<file path="config.mk">
export PLATFORM = sky130hd
export DESIGN_NAME = e1t2m_mux
export DESIGN_NICKNAME = d
export VERILOG_FILES = /design/src/shared/e1t2m_pkg.sv /design/src/shared/e1t2m_stream_if.sv /design/src/hdl/e1t2m_fifo.sv /design/src/hdl/e1t2m_mux.sv
export SDC_FILE = /design/constraint.sdc
export NUM_CORES = 1
export LEC_CHECK = 0
export ABC_CLOCK_PERIOD_IN_PS = 11700
export BUFFER_PORTS_ARGS = -buffer_cell sky130_fd_sc_hd__buf_4
export CAP_MARGIN = 20
export CORE_MARGIN = 10
export CORE_UTILIZATION = 58
export CTS_CLUSTER_DIAMETER = 200
export DETAILED_ROUTE_END_ITERATION = 6
export PLACE_DENSITY = 0.76
export SLEW_MARGIN = 20
export SYNTH_ARGS = -nofsm -noshare
export SYNTH_HDL_FRONTEND = slang
export SYNTH_SLANG_ARGS = --single-unit
</file>
<file path="constraint.sdc">
create_clock -name ref_clk -period 11.7 [get_ports ref_clk]
set_clock_uncertainty 0.15 [all_clocks]
set_input_delay 1.17 -clock ref_clk [delete_from_list [all_inputs] [get_ports ref_clk]]
set_output_delay 1.17 -clock ref_clk [all_outputs]
set_load 0.01 [all_outputs]
</file>
<file path="src/shared/e1t2m_pkg.sv">
package e1t2m_pkg;

    // ==========================================================
    // Frame layout
    localparam int NUM_TRIB = 3;
    localparam logic [7:0] POS_FIRST = 8'h01;
    // 168 bits in each set
    localparam logic [7:0] SET_BITS = 8'ha8;
    localparam logic [7:0] ALIGN_LEN = 8'h09;
    // Alignment word 111010 000, sent from the most significant bit down
    localparam logic [8:0] ALIGN_WORD = 9'h1d0;
    localparam logic [7:0] POS_ALARM = 8'h01;
    localparam logic [7:0] POS_PARITY = 8'h02;
    localparam logic [7:0] POS_RESERVED = 8'h03;
    localparam logic RESERVED_VALUE = 1'h1;
    localparam logic [7:0] CTRL_LEN = 8'h03;
    localparam logic [7:0] STUFF_FIRST = 8'h04;
    localparam logic [7:0] STUFF_LAST = 8'h06;
    // Value sent in place of a missing tributary bit or an unused stuff bit
    localparam logic FILL_BIT = 1'h1;

    // ==========================================================
    // Rate and buffering
    localparam int CLK_RATE_KHZ = 50000;
    localparam int T2_RATE_KBPS = 6312;
    // Least clock cycles between two bit requests at the nominal T2 rate
    localparam int T2_BIT_CYCLES = CLK_RATE_KHZ / T2_RATE_KBPS;
    localparam int FIFO_WIDTH = 1;
    localparam int FIFO_DEPTH = 8;
    localparam int LEVEL_W = $clog2(FIFO_DEPTH + 1);
    // Fill level at or above which the stuff position carries data
    localparam logic [LEVEL_W-1:0] JUST_LEVEL = 4'h4;

    // ==========================================================
    // Set sequencer
    typedef enum logic [4:0] {
        SET1 = 5'h01,
        SET2 = 5'h02,
        SET3 = 5'h04,
        SET4 = 5'h08,
        SET5 = 5'h10
    } e1t2m_set_type;

endpackage

</file>
<file path="src/shared/e1t2m_stream_if.sv">
`timescale 1ns/10ps
interface e1t2m_stream_if #(
    parameter int WIDTH = 1
);
    logic [WIDTH-1:0] data;
    logic valid;
    logic ready;

    modport src (
        output data,
        output valid,
        input ready
    );

    modport snk (
        input data,
        input valid,
        output ready
    );
endinterface

</file>
<file path="src/hdl/e1t2m_fifo.sv">
`timescale 1ns/10ps
module e1t2m_fifo #(
    parameter int WIDTH = 1,
    parameter int DEPTH = 8
) (
    input wire logic ref_clk,
    input wire logic rst,
    e1t2m_stream_if.snk in_side,
    e1t2m_stream_if.src out_side,
    output logic [$clog2(DEPTH+1)-1:0] level
);
    localparam int AW = $clog2(DEPTH);
    localparam int LW = $clog2(DEPTH + 1);
    localparam logic [AW-1:0] LAST_IDX = AW'(DEPTH - 1);

    logic [WIDTH-1:0] mem_q [DEPTH];
    logic [WIDTH-1:0] mem_d [DEPTH];
    logic [AW-1:0] wr_q, wr_d, rd_q, rd_d;
    logic [LW-1:0] cnt_q, cnt_d;
    logic push, pop;

    // ==========================================================
    // Handshake
    assign in_side.ready = (cnt_q != LW'(DEPTH));
    assign out_side.valid = (cnt_q != '0);
    assign out_side.data = mem_q[rd_q];
    assign level = cnt_q;
    assign push = in_side.valid && in_side.ready;
    assign pop = out_side.valid && out_side.ready;

    // ==========================================================
    // Storage
    always_comb begin
        mem_d = mem_q;
        wr_d = wr_q;
        rd_d = rd_q;
        cnt_d = cnt_q;
        if (push) begin
            mem_d[wr_q] = in_side.data;
            wr_d = (wr_q == LAST_IDX) ? '0 : wr_q + 1'b1;
        end
        if (pop) begin
            rd_d = (rd_q == LAST_IDX) ? '0 : rd_q + 1'b1;
        end
        if (push && !pop) begin
            cnt_d = cnt_q + 1'b1;
        end else if (pop && !push) begin
            cnt_d = cnt_q - 1'b1;
        end
    end

    always_ff @(posedge ref_clk or posedge rst) begin
        if (rst) begin
            for (int i = 0; i < DEPTH; i++) begin
                mem_q[i] <= '0;
            end
            wr_q <= '0;
            rd_q <= '0;
            cnt_q <= '0;
        end else begin
            mem_q <= mem_d;
            wr_q <= wr_d;
            rd_q <= rd_d;
            cnt_q <= cnt_d;
        end
    end
endmodule

</file>
<file path="src/hdl/e1t2m_mux.sv">
// Notes on behaviour
// - A frame is five 168-bit sets, sent set one to five, repeating.
// - Set one opens with the nine-bit alignment word 111010000.
// - Set two opens with alarm bit, parity bit, then a reserved one.
// - Parity bit is one when previous frame's tributary ones count is odd.
// - Parity counts only tributary bits, never overhead or control bits.
// - Tributaries interleave 1,2,3; tributary 1 follows the alignment word.
// - First three bits of sets three to five carry control bits per tributary.
// - Majority-zero control bits mean the stuff position carries tributary data.
// - Bit one of set one is the first bit of every frame sent.
// - All positions up to bit 168 other than overhead, control and stuff bits carry interleaved tributary bits.
// - The output is one bit per t2_bit_req, so its rate is whatever the next stage requests, not fixed at 6.312 Mbit/s.
`timescale 1ns/10ps
module e1t2m_mux (
    input wire logic ref_clk,
    input wire logic rst,
    input wire logic [2:0] trib_bit,
    input wire logic [2:0] trib_valid,
    output logic [2:0] trib_ready,
    input wire logic remote_alarm,
    input wire logic t2_bit_req,
    output logic t2_data,
    output logic t2_valid,
    output logic t2_frame_start,
    output logic [2:0] trib_underflow
);
    localparam int NT = e1t2m_pkg::NUM_TRIB;
    localparam int LW = e1t2m_pkg::LEVEL_W;

    // ==========================================================
    // Tributary buffers
    logic [2:0] fifo_valid;
    logic [2:0] fifo_data;
    logic [2:0] fifo_pop;
    logic [LW-1:0] fifo_level [NT];

    genvar g;
    generate
        for (g = 0; g < NT; g++) begin : g_trib
            e1t2m_stream_if #(.WIDTH(e1t2m_pkg::FIFO_WIDTH)) in_if ();
            e1t2m_stream_if #(.WIDTH(e1t2m_pkg::FIFO_WIDTH)) out_if ();

            assign in_if.data = trib_bit[g];
            assign in_if.valid = trib_valid[g];
            assign trib_ready[g] = in_if.ready;
            assign fifo_valid[g] = out_if.valid;
            assign fifo_data[g] = out_if.data;
            assign out_if.ready = fifo_pop[g];

            e1t2m_fifo #(
                .WIDTH(e1t2m_pkg::FIFO_WIDTH),
                .DEPTH(e1t2m_pkg::FIFO_DEPTH)
            ) u_fifo (
                .ref_clk(ref_clk),
                .rst(rst),
                .in_side(in_if),
                .out_side(out_if),
                .level(fifo_level[g])
            );
        end
    endgenerate

    // ==========================================================
    // Frame state
    e1t2m_pkg::e1t2m_set_type set_q, set_d;
    logic [7:0] pos_q, pos_d;
    logic [1:0] rot_q, rot_d;
    logic odd_run_q, odd_run_d;
    logic odd_prev_q, odd_prev_d;
    logic [2:0] use_data_q, use_data_d;
    logic t2_data_q, t2_data_d;
    logic t2_valid_q, t2_valid_d;
    logic frame_start_q, frame_start_d;
    logic [2:0] underflow_q, underflow_d;

    // Combinational working values for the bit being placed
    logic out_bit;
    logic take_trib;
    logic take_stuff;
    logic [1:0] stuff_idx;
    logic [1:0] ctrl_idx;
    logic [3:0] align_idx;
    logic counted;

    // ==========================================================
    // Bit placement
    always_comb begin
        set_d = set_q;
        pos_d = pos_q;
        rot_d = rot_q;
        odd_run_d = odd_run_q;
        odd_prev_d = odd_prev_q;
        use_data_d = use_data_q;
        t2_data_d = t2_data_q;
        t2_valid_d = 1'b0;
        frame_start_d = 1'b0;
        underflow_d = 3'h0;
        fifo_pop = 3'h0;
        out_bit = e1t2m_pkg::FILL_BIT;
        take_trib = 1'b0;
        take_stuff = 1'b0;
        counted = 1'b0;
        stuff_idx = 2'(pos_q - e1t2m_pkg::STUFF_FIRST);
        ctrl_idx = 2'(pos_q - e1t2m_pkg::POS_FIRST);
        align_idx = 4'(e1t2m_pkg::ALIGN_LEN - pos_q);

        // The next stage paces the stream; one bit per request
        if (t2_bit_req) begin
            case (set_q)
                e1t2m_pkg::SET1: begin
                    if (pos_q <= e1t2m_pkg::ALIGN_LEN) begin
                        out_bit = e1t2m_pkg::ALIGN_WORD[align_idx];
                    end else begin
                        take_trib = 1'b1;
                    end
                end
                e1t2m_pkg::SET2: begin
                    if (pos_q == e1t2m_pkg::POS_ALARM) begin
                        out_bit = remote_alarm;
                    end else if (pos_q == e1t2m_pkg::POS_PARITY) begin
                        out_bit = odd_prev_q;
                    end else if (pos_q == e1t2m_pkg::POS_RESERVED) begin
                        out_bit = e1t2m_pkg::RESERVED_VALUE;
                    end else begin
                        take_trib = 1'b1;
                    end
                end
                e1t2m_pkg::SET3, e1t2m_pkg::SET4: begin
                    if (pos_q <= e1t2m_pkg::CTRL_LEN) begin
                        out_bit = ~use_data_q[ctrl_idx];
                    end else begin
                        take_trib = 1'b1;
                    end
                end
                e1t2m_pkg::SET5: begin
                    if (pos_q <= e1t2m_pkg::CTRL_LEN) begin
                        out_bit = ~use_data_q[ctrl_idx];
                    end else if (pos_q <= e1t2m_pkg::STUFF_LAST) begin
                        // Unused stuff position sends fill, not data
                        take_stuff = use_data_q[stuff_idx];
                    end else begin
                        take_trib = 1'b1;
                    end
                end
                default: begin
                    out_bit = e1t2m_pkg::FILL_BIT;
                end
            endcase

            if (take_trib || take_stuff) begin
                // Stuff bits belong to a fixed tributary and leave the rotation alone
                if (take_trib) begin
                    rot_d = (rot_q == 2'(NT - 1)) ? 2'h0 : rot_q + 2'h1;
                end else begin
                    rot_d = rot_q;
                end
                if (take_trib) begin
                    stuff_idx = rot_q;
                end
                counted = 1'b1;
                if (fifo_valid[stuff_idx]) begin
                    out_bit = fifo_data[stuff_idx];
                    fifo_pop[stuff_idx] = 1'b1;
                end else begin
                    // An empty buffer still fills its slot so the frame keeps its shape
                    out_bit = e1t2m_pkg::FILL_BIT;
                    underflow_d[stuff_idx] = 1'b1;
                end
            end

            t2_data_d = out_bit;
            t2_valid_d = 1'b1;
            frame_start_d = (set_q == e1t2m_pkg::SET1) && (pos_q == e1t2m_pkg::POS_FIRST);
            if (counted) begin
                odd_run_d = odd_run_q ^ out_bit;
            end

            // Justification is fixed at the end of set two so all three copies agree
            if ((set_q == e1t2m_pkg::SET2) && (pos_q == e1t2m_pkg::SET_BITS)) begin
                for (int i = 0; i < NT; i++) begin
                    use_data_d[i] = (fifo_level[i] >= e1t2m_pkg::JUST_LEVEL);
                end
            end

            if (pos_q == e1t2m_pkg::SET_BITS) begin
                pos_d = e1t2m_pkg::POS_FIRST;
                case (set_q)
                    e1t2m_pkg::SET1: set_d = e1t2m_pkg::SET2;
                    e1t2m_pkg::SET2: set_d = e1t2m_pkg::SET3;
                    e1t2m_pkg::SET3: set_d = e1t2m_pkg::SET4;
                    e1t2m_pkg::SET4: set_d = e1t2m_pkg::SET5;
                    e1t2m_pkg::SET5: begin
                        set_d = e1t2m_pkg::SET1;
                        rot_d = 2'h0;
                        odd_prev_d = counted ? (odd_run_q ^ out_bit) : odd_run_q;
                        odd_run_d = 1'b0;
                    end
                    default: set_d = e1t2m_pkg::SET1;
                endcase
            end else begin
                pos_d = pos_q + 8'h01;
            end
        end
    end

    always_ff @(posedge ref_clk or posedge rst) begin
        if (rst) begin
            set_q <= e1t2m_pkg::SET1;
            pos_q <= e1t2m_pkg::POS_FIRST;
            rot_q <= 2'h0;
            odd_run_q <= 1'b0;
            odd_prev_q <= 1'b0;
            use_data_q <= 3'h0;
            t2_data_q <= 1'b0;
            t2_valid_q <= 1'b0;
            frame_start_q <= 1'b0;
            underflow_q <= 3'h0;
        end else begin
            set_q <= set_d;
            pos_q <= pos_d;
            rot_q <= rot_d;
            odd_run_q <= odd_run_d;
            odd_prev_q <= odd_prev_d;
            use_data_q <= use_data_d;
            t2_data_q <= t2_data_d;
            t2_valid_q <= t2_valid_d;
            frame_start_q <= frame_start_d;
            underflow_q <= underflow_d;
        end
    end

    // ==========================================================
    // Outputs
    assign t2_data = t2_data_q;
    assign t2_valid = t2_valid_q;
    assign t2_frame_start = frame_start_q;
    assign trib_underflow = underflow_q;
endmodule

</file>
### After elaboration in Yosys (flattened, before gate mapping)

Memory sizes are Yosys's and may differ from the RTL's.
Index checks and enable logic that the tools add are counted.

* equality and inequality tests: 19
* reductions and logical operators: 36
* bitwise gates (word level): 8
* mux-type cells: 85
* multipliers: 0
* magnitude comparators: 20
* $add $sub $neg: 17
* div/mod/pow operators: 0
* shift operators: 0

Operators with widths (number)
* two-way mux 1 bit: 41
* two-way mux 3 bit: 12
* bitwise mux 8 bit: 3
* >= comparator 4 bit (second input constant): 6
* two-way mux 4 bit: 6
* inverter 3 -> 4 bit: 6
* case mux 5 bit (4 select lines): 1
* adder 3 x 1 -> 3 bit (second input constant): 6
* equality test 3 bit (second input constant): 6
* logical AND 1 bit: 18
* equality test 8 x 2 -> 1 bit (second input constant): 2
* two-way mux 2 bit: 8
* adder 4 x 1 -> 4 bit (second input constant): 3
* >= comparator 4 x 3 -> 1 bit (second input constant): 3
* < comparator 4 x 1 -> 1 bit (second input constant): 3
* != test 4 bit (second input constant): 3
* nonzero test 4 bit: 3
* subtractor 4 x 1 -> 4 bit (second input constant): 3
* binary-select mux 1 bit (select 3 bit): 3
* demux 1 bit (select 3 bit): 3
* < comparator 2 x 3 -> 1 bit (second input constant): 3
* adder 8 x 1 -> 8 bit (second input constant): 1
* binary-select mux 1 bit (select 2 bit): 4
* equality test 8 x 1 -> 1 bit (second input constant): 1
* 28 further kinds: 37

* ROM bits: 16
* output and inout bits: 9
* flip-flop bits (word level): 80
* bits in latches: 0
* memories kept: 1
* memory bits (writable): 0

Memory list
* (no name shown): words 16, bits a word 1, read ports 1, clocked after Yosys merged registers in 0, wr ports 0, RTL line e1t2m_mux.sv:112 `out_bit = e1t2m_pkg::ALIGN_WORD[align_idx];`

### Depth between registers and ports, before layout

* depth after elaboration: 21
* depth in mapped cells: 19

### Modules after synthesis

From an unflattened synthesis, not the netlist that was laid out.

* cell total of the unflattened synthesis: 440
* area, all modules: 4877.2 um^2

Modules (own cells, without submodules)
* e1t2m_fifo at g_trib[0].u_fifo ...: times used 2, cells each 85, area an instance 1077.3 um^2
* e1t2m_mux: times used 1, cells each 183, area an instance 1637.8 um^2
* e1t2m_fifo at g_trib[2].u_fifo: times used 1, cells each 87, area an instance 1084.8 um^2

### Least setup slack after synthesis

Ideal clock, no wire load.

* kind: register to register
* start: register pos_q[0]
* end: register g_trib[1].u_fifo.cnt_q[3]
* buffers on the path: 0
* stages on the path, launching flop included: 19
* data arrival time: 3863 ps
* setup slack: 7561 ps
* required time: 11425 ps
* library setup time: 125 ps
* cells stage by stage: dfstp_2 > clkinv_1 > ha_1 > nor3_1 > a31oi_1 > o21ba_4 > o21ai_2 > mux2_4 > or3_1 > nor2_4 > inv_2 > ha_1 > inv_1 > ha_1 > a21o_1 > a21oi_1 > xnor2_1 > nor2_1 > xor2_1

* cells in the longest elaborated chain, start to end: 20
* elaborated cells between the ends (all ways): 42
* classes of those cells: 1 x add/sub; 5 x order compare; 3 x eq/ne; 26 x mux; 7 x reduce/logical

RTL lines
* start: declaration: RTL line e1t2m_mux.sv:66 `logic [7:0] pos_q, pos_d;`
* start signal: assignment: RTL line e1t2m_mux.sv:209 `pos_q <= e1t2m_pkg::POS_FIRST;`
* start signal: assignment: RTL line e1t2m_mux.sv:220 `pos_q <= pos_d;`
* parallel branches: the longest is 14 deep, another holds <= comparator 8 x 3 -> 1 bit
* two-way mux 3 bit (*): RTL line e1t2m_mux.sv:150 `if (take_trib || take_stuff) begin`
* two-way mux 3 bit (*): RTL line e1t2m_mux.sv:108 `if (t2_bit_req) begin`
* logical AND 1 bit (*): RTL line e1t2m_fifo.sv:29 `assign pop = out_side.valid && out_side.ready;`
* logical NOT 1 bit: RTL line e1t2m_fifo.sv:45 `if (push && !pop) begin`
* logical AND 1 bit: RTL line e1t2m_fifo.sv:45
* two-way mux 4 bit / nonzero test 2 bit (equally long branches)
* end signal: assignment: RTL line e1t2m_fifo.sv:64 `cnt_q <= cnt_d;`
* end: declaration: RTL line e1t2m_fifo.sv:19 `logic [LW-1:0] cnt_q, cnt_d;`

Mark *: on every way between the ends. The select of a mux whose other input is x is not followed.
A chain may end at the register's enable or synchronous reset.

### Final worst setup path

Same ends and word-level chain as after synthesis.

==> flow_summary.toml <==
[outcome]
outcome = "completed"

[critical_path]
end_kind = "flop"
cp-start-kind = "flop"
arrival_ns = 4.60
critical_path_class = "flop to flop"
critPathMaxFanout = 9
cp.required_ns = 11.79

[finish]
syn2layout_area_growth_pct = 7.874
nets = 482
drive_gt1_frac = 0.2215
antenna_cells = 0

[global_routing]
grt_first_pass_wirelength_microns = 14920
grt_pass1_vias = 3178
gr-total-overflow = 0
antenna_found_initial = 0
grt_usage = 0.1539
grt_max_degree = 81

[clocking]
cts_resized = 0
cts_root_buf = "clkbuf_8"
tritoncts = "yes"
cts_made_buffers = 9
post_cts_buffers = 0
cts.reportedPaths.clkPinSlew_ns = 0.08
hold_buffers = 0
clock_path_buffers = 2
clkLatencyLatePin_ns = 0.36
cts.sinks = 80
htree_levels = 3

[power]
leakage_uw = 0.002299
switching_share = 0.3617
power_frac_seq = 0.454
peakVddDrop_mv = 0.1122
switching_power_uw = 375.1
p_per_area_mw_per_mm2 = 205.8
intPower_uw = 661.9
pwr-share-comb = 0.358
clkPwrFrac = 0.188

[floorplanning]
start_util = 0.6015
rows = 32
die_h_microns = 109.8
core_sq_mm = 0.007767
die_w_microns = 109.8
dieArea_sq_mm = 0.01205
pin_count = 19

[synth]
synth_commonest_cells = "dfrtp_1 (78), nand2_1 (46), mux2_2 (30), ha_1 (27), nor2_1 (27)"
ys_types = 66
yosysWarnings = 0
ys_seq_area_frac = 0.4290
netlist_area_sq_mm = 0.004672
yosysMostFrequentCell = "dfrtp_1"
synth_cells = 428
synth_ff_type = "dfrtp_1"
async_reset_ff_frac = 1.000
synth_area_per_cell_sq_um = 10.92
synth_edf_count = 0
synth_seq_cells = 80
syn_nets = 468
ys_top_cells_by_area = "dfrtp_1 (42%), ha_1 (7.2%), mux2_2 (7.2%)"
yosysTopAreaCell = "dfrtp_1"
synth_top_area_frac = 0.4178

[detailed_routing]
finalWirelength_microns = 8532
vias_per_cell = 5.807
wl_per_cell_microns = 15.54
ant_nets = 0
drt_iter0_markers = 106
num_vias = 3188
firstDrtPassIters = 6
drc = 0

[timing]
rsz0062_at_grt = "no"
hold_viol = 0
clock.fmax_ghz = 0.2215
fin_crit_sh = 0.3859
relSlewSlack = 0.5057
slew_viol_final = 0
fin_crit_ns = 4.515
setup_viol = 0
whs_ns = 0.3579
worstMarginPinSlew_ns = 0.7347
fin_tns_setup_ns = 0

[placed_design]
place_hpwl_microns = 6054
numPortBuffers = 18
place_congestion = 0.8762

[job]
maxCapViolCount = 0

[worst_hold_path]
worstHoldPathType = "flop to flop"
[through the flow]
step | cell area [sq um] | setup slack (ns) | power (uW) | std cells | utilization
after floorplan | 4672 | 7.561 | 772.5 | 428 | -
after global placement | 4827 | 7.404 | 825.9 | 532 | 0.6215
after detailed placement | 4827 | 7.239 | 846.4 | 532 | 0.6215
after CTS | 5012 | 7.210 | 1042 | 548 | 0.6453
after global routing | 5040 | 6.919 | 1122 | 549 | 0.6488
final | 5040 | 7.185 | 1037 | 549 | 0.6488
[power groups by stage]
stage               registers [uW]  clock network, uW  logic, uW
floorplan                      425                  0        348
global placement               470                  0        355
detailed placement             475                  0        372
CTS                            470                198        374
global route                   488                211        422
finish                         471                195        372
[sequential cells by signal (all words and copies together) (netlist names)]
name / flops
g_trib.u_fifo.level: 12
trib_underflow: 3
rot_q: 2
g_trib.u_fifo.wr_q: 9
g_trib.u_fifo.rd_q: 9
set_q: 5
odd_prev_q: 1
t2_frame_start: 1
t2_data: 1
g_trib.u_fifo.mem_q: 24
pos_q: 8
t2_valid: 1
use_data_q: 3
odd_run_q: 1
[placed cells by master, fill, tap and decap left out, drive strengths merged, types with 4 or more instances in the layout]
| cell | count |
|---|---|
| a21o | 11 |
| clkbuf | 14 |
| a21oi | 15 |
| dfrtp | 78 |
| nand2 | 46 |
| buf | 20 |
| o21ai | 16 |
| nor4 | 8 |
| o211ai | 4 |
| ha | 27 |
| or3 | 4 |
| nand3 | 6 |
| mux4 | 6 |
| nand4 | 5 |
| nor3 | 15 |
| xor2 | 5 |
| nor2 | 28 |
| inv | 16 |
| nand3b | 7 |
| mux2i | 10 |
| mux2 | 40 |
| nor3b | 8 |
| xnor2 | 10 |
[worst max-delay path, cell delays in order (launching register included)]
cell and delay (ns):
dfstp_2 0.61, clkinv_1 0.24, ha_1 0.29, nor3_1 0.18, a31oi_1 0.13, o21ba_4 0.25
o21ai_2 0.32, mux2_4 0.36, or3_1 0.41, nor2_4 0.16, inv_2 0.05, ha_1 0.22
inv_1 0.11, ha_1 0.24, a21o_1 0.16, a21oi_1 0.17, xnor2_1 0.13, nor2_1 0.06
xor2_1 0.14
[path summary, 6_finish.rpt]
path,slack [ns],cells past startpoint,endpoint,start
setup / recovery,7.19,18,g_trib[1].u_fifo.level[3],pos_q[0]
hold / removal,0.36,1,g_trib[2].u_fifo.mem_q[2],g_trib[2].u_fifo.mem_q[2]
setup reg to reg,7.19,18,g_trib[1].u_fifo.level[3],pos_q[0]
hold reg to reg,0.36,1,g_trib[2].u_fifo.mem_q[2],g_trib[2].u_fifo.mem_q[2]
max in group asynchronous,10.04,4,set_q[0],rst
min in group asynchronous,0.73,3,g_trib[0].u_fifo.mem_q[6],rst
[cells by family (layout without fill, tap and decap cells)]
| group | after synthesis | in the layout | synth area share |
|---|---|---|---|
| and+or+nand+nor | 145 | 145 | 0.1666 |
| adders and majority gates | 30 | 30 | 0.08516 |
| xor gates and xnor gates | 15 | 15 | 0.02973 |
| DFF | 80 | 80 | 0.4290 |
| AOI/OAI and AO/OA | 67 | 67 | 0.09776 |
| buffers and inverters | 35 | 54 | 0.03937 |
| muxes | 56 | 56 | 0.1524 |
[metal layers]
layer  vias to the layer above  track usage  wire [microns]
met5                         -            0               0
met4                         0      0.07714             199
met3                        17      0.03511             334
met2                        51       0.2479            4116
met1                      1554       0.1906            3882
li1                       1566            -               -
[area by class of cell]
type	instances	area, sq um
timing repair buffer	20	170.2
multi-input combinational	313	2484
tap	102	127.6
sequential	80	2004
fill	650	2728
clock buffer	14	172.7
inverter	18	68.82
clock inverter	2	12.51
(Power assumes the default switching activity.)
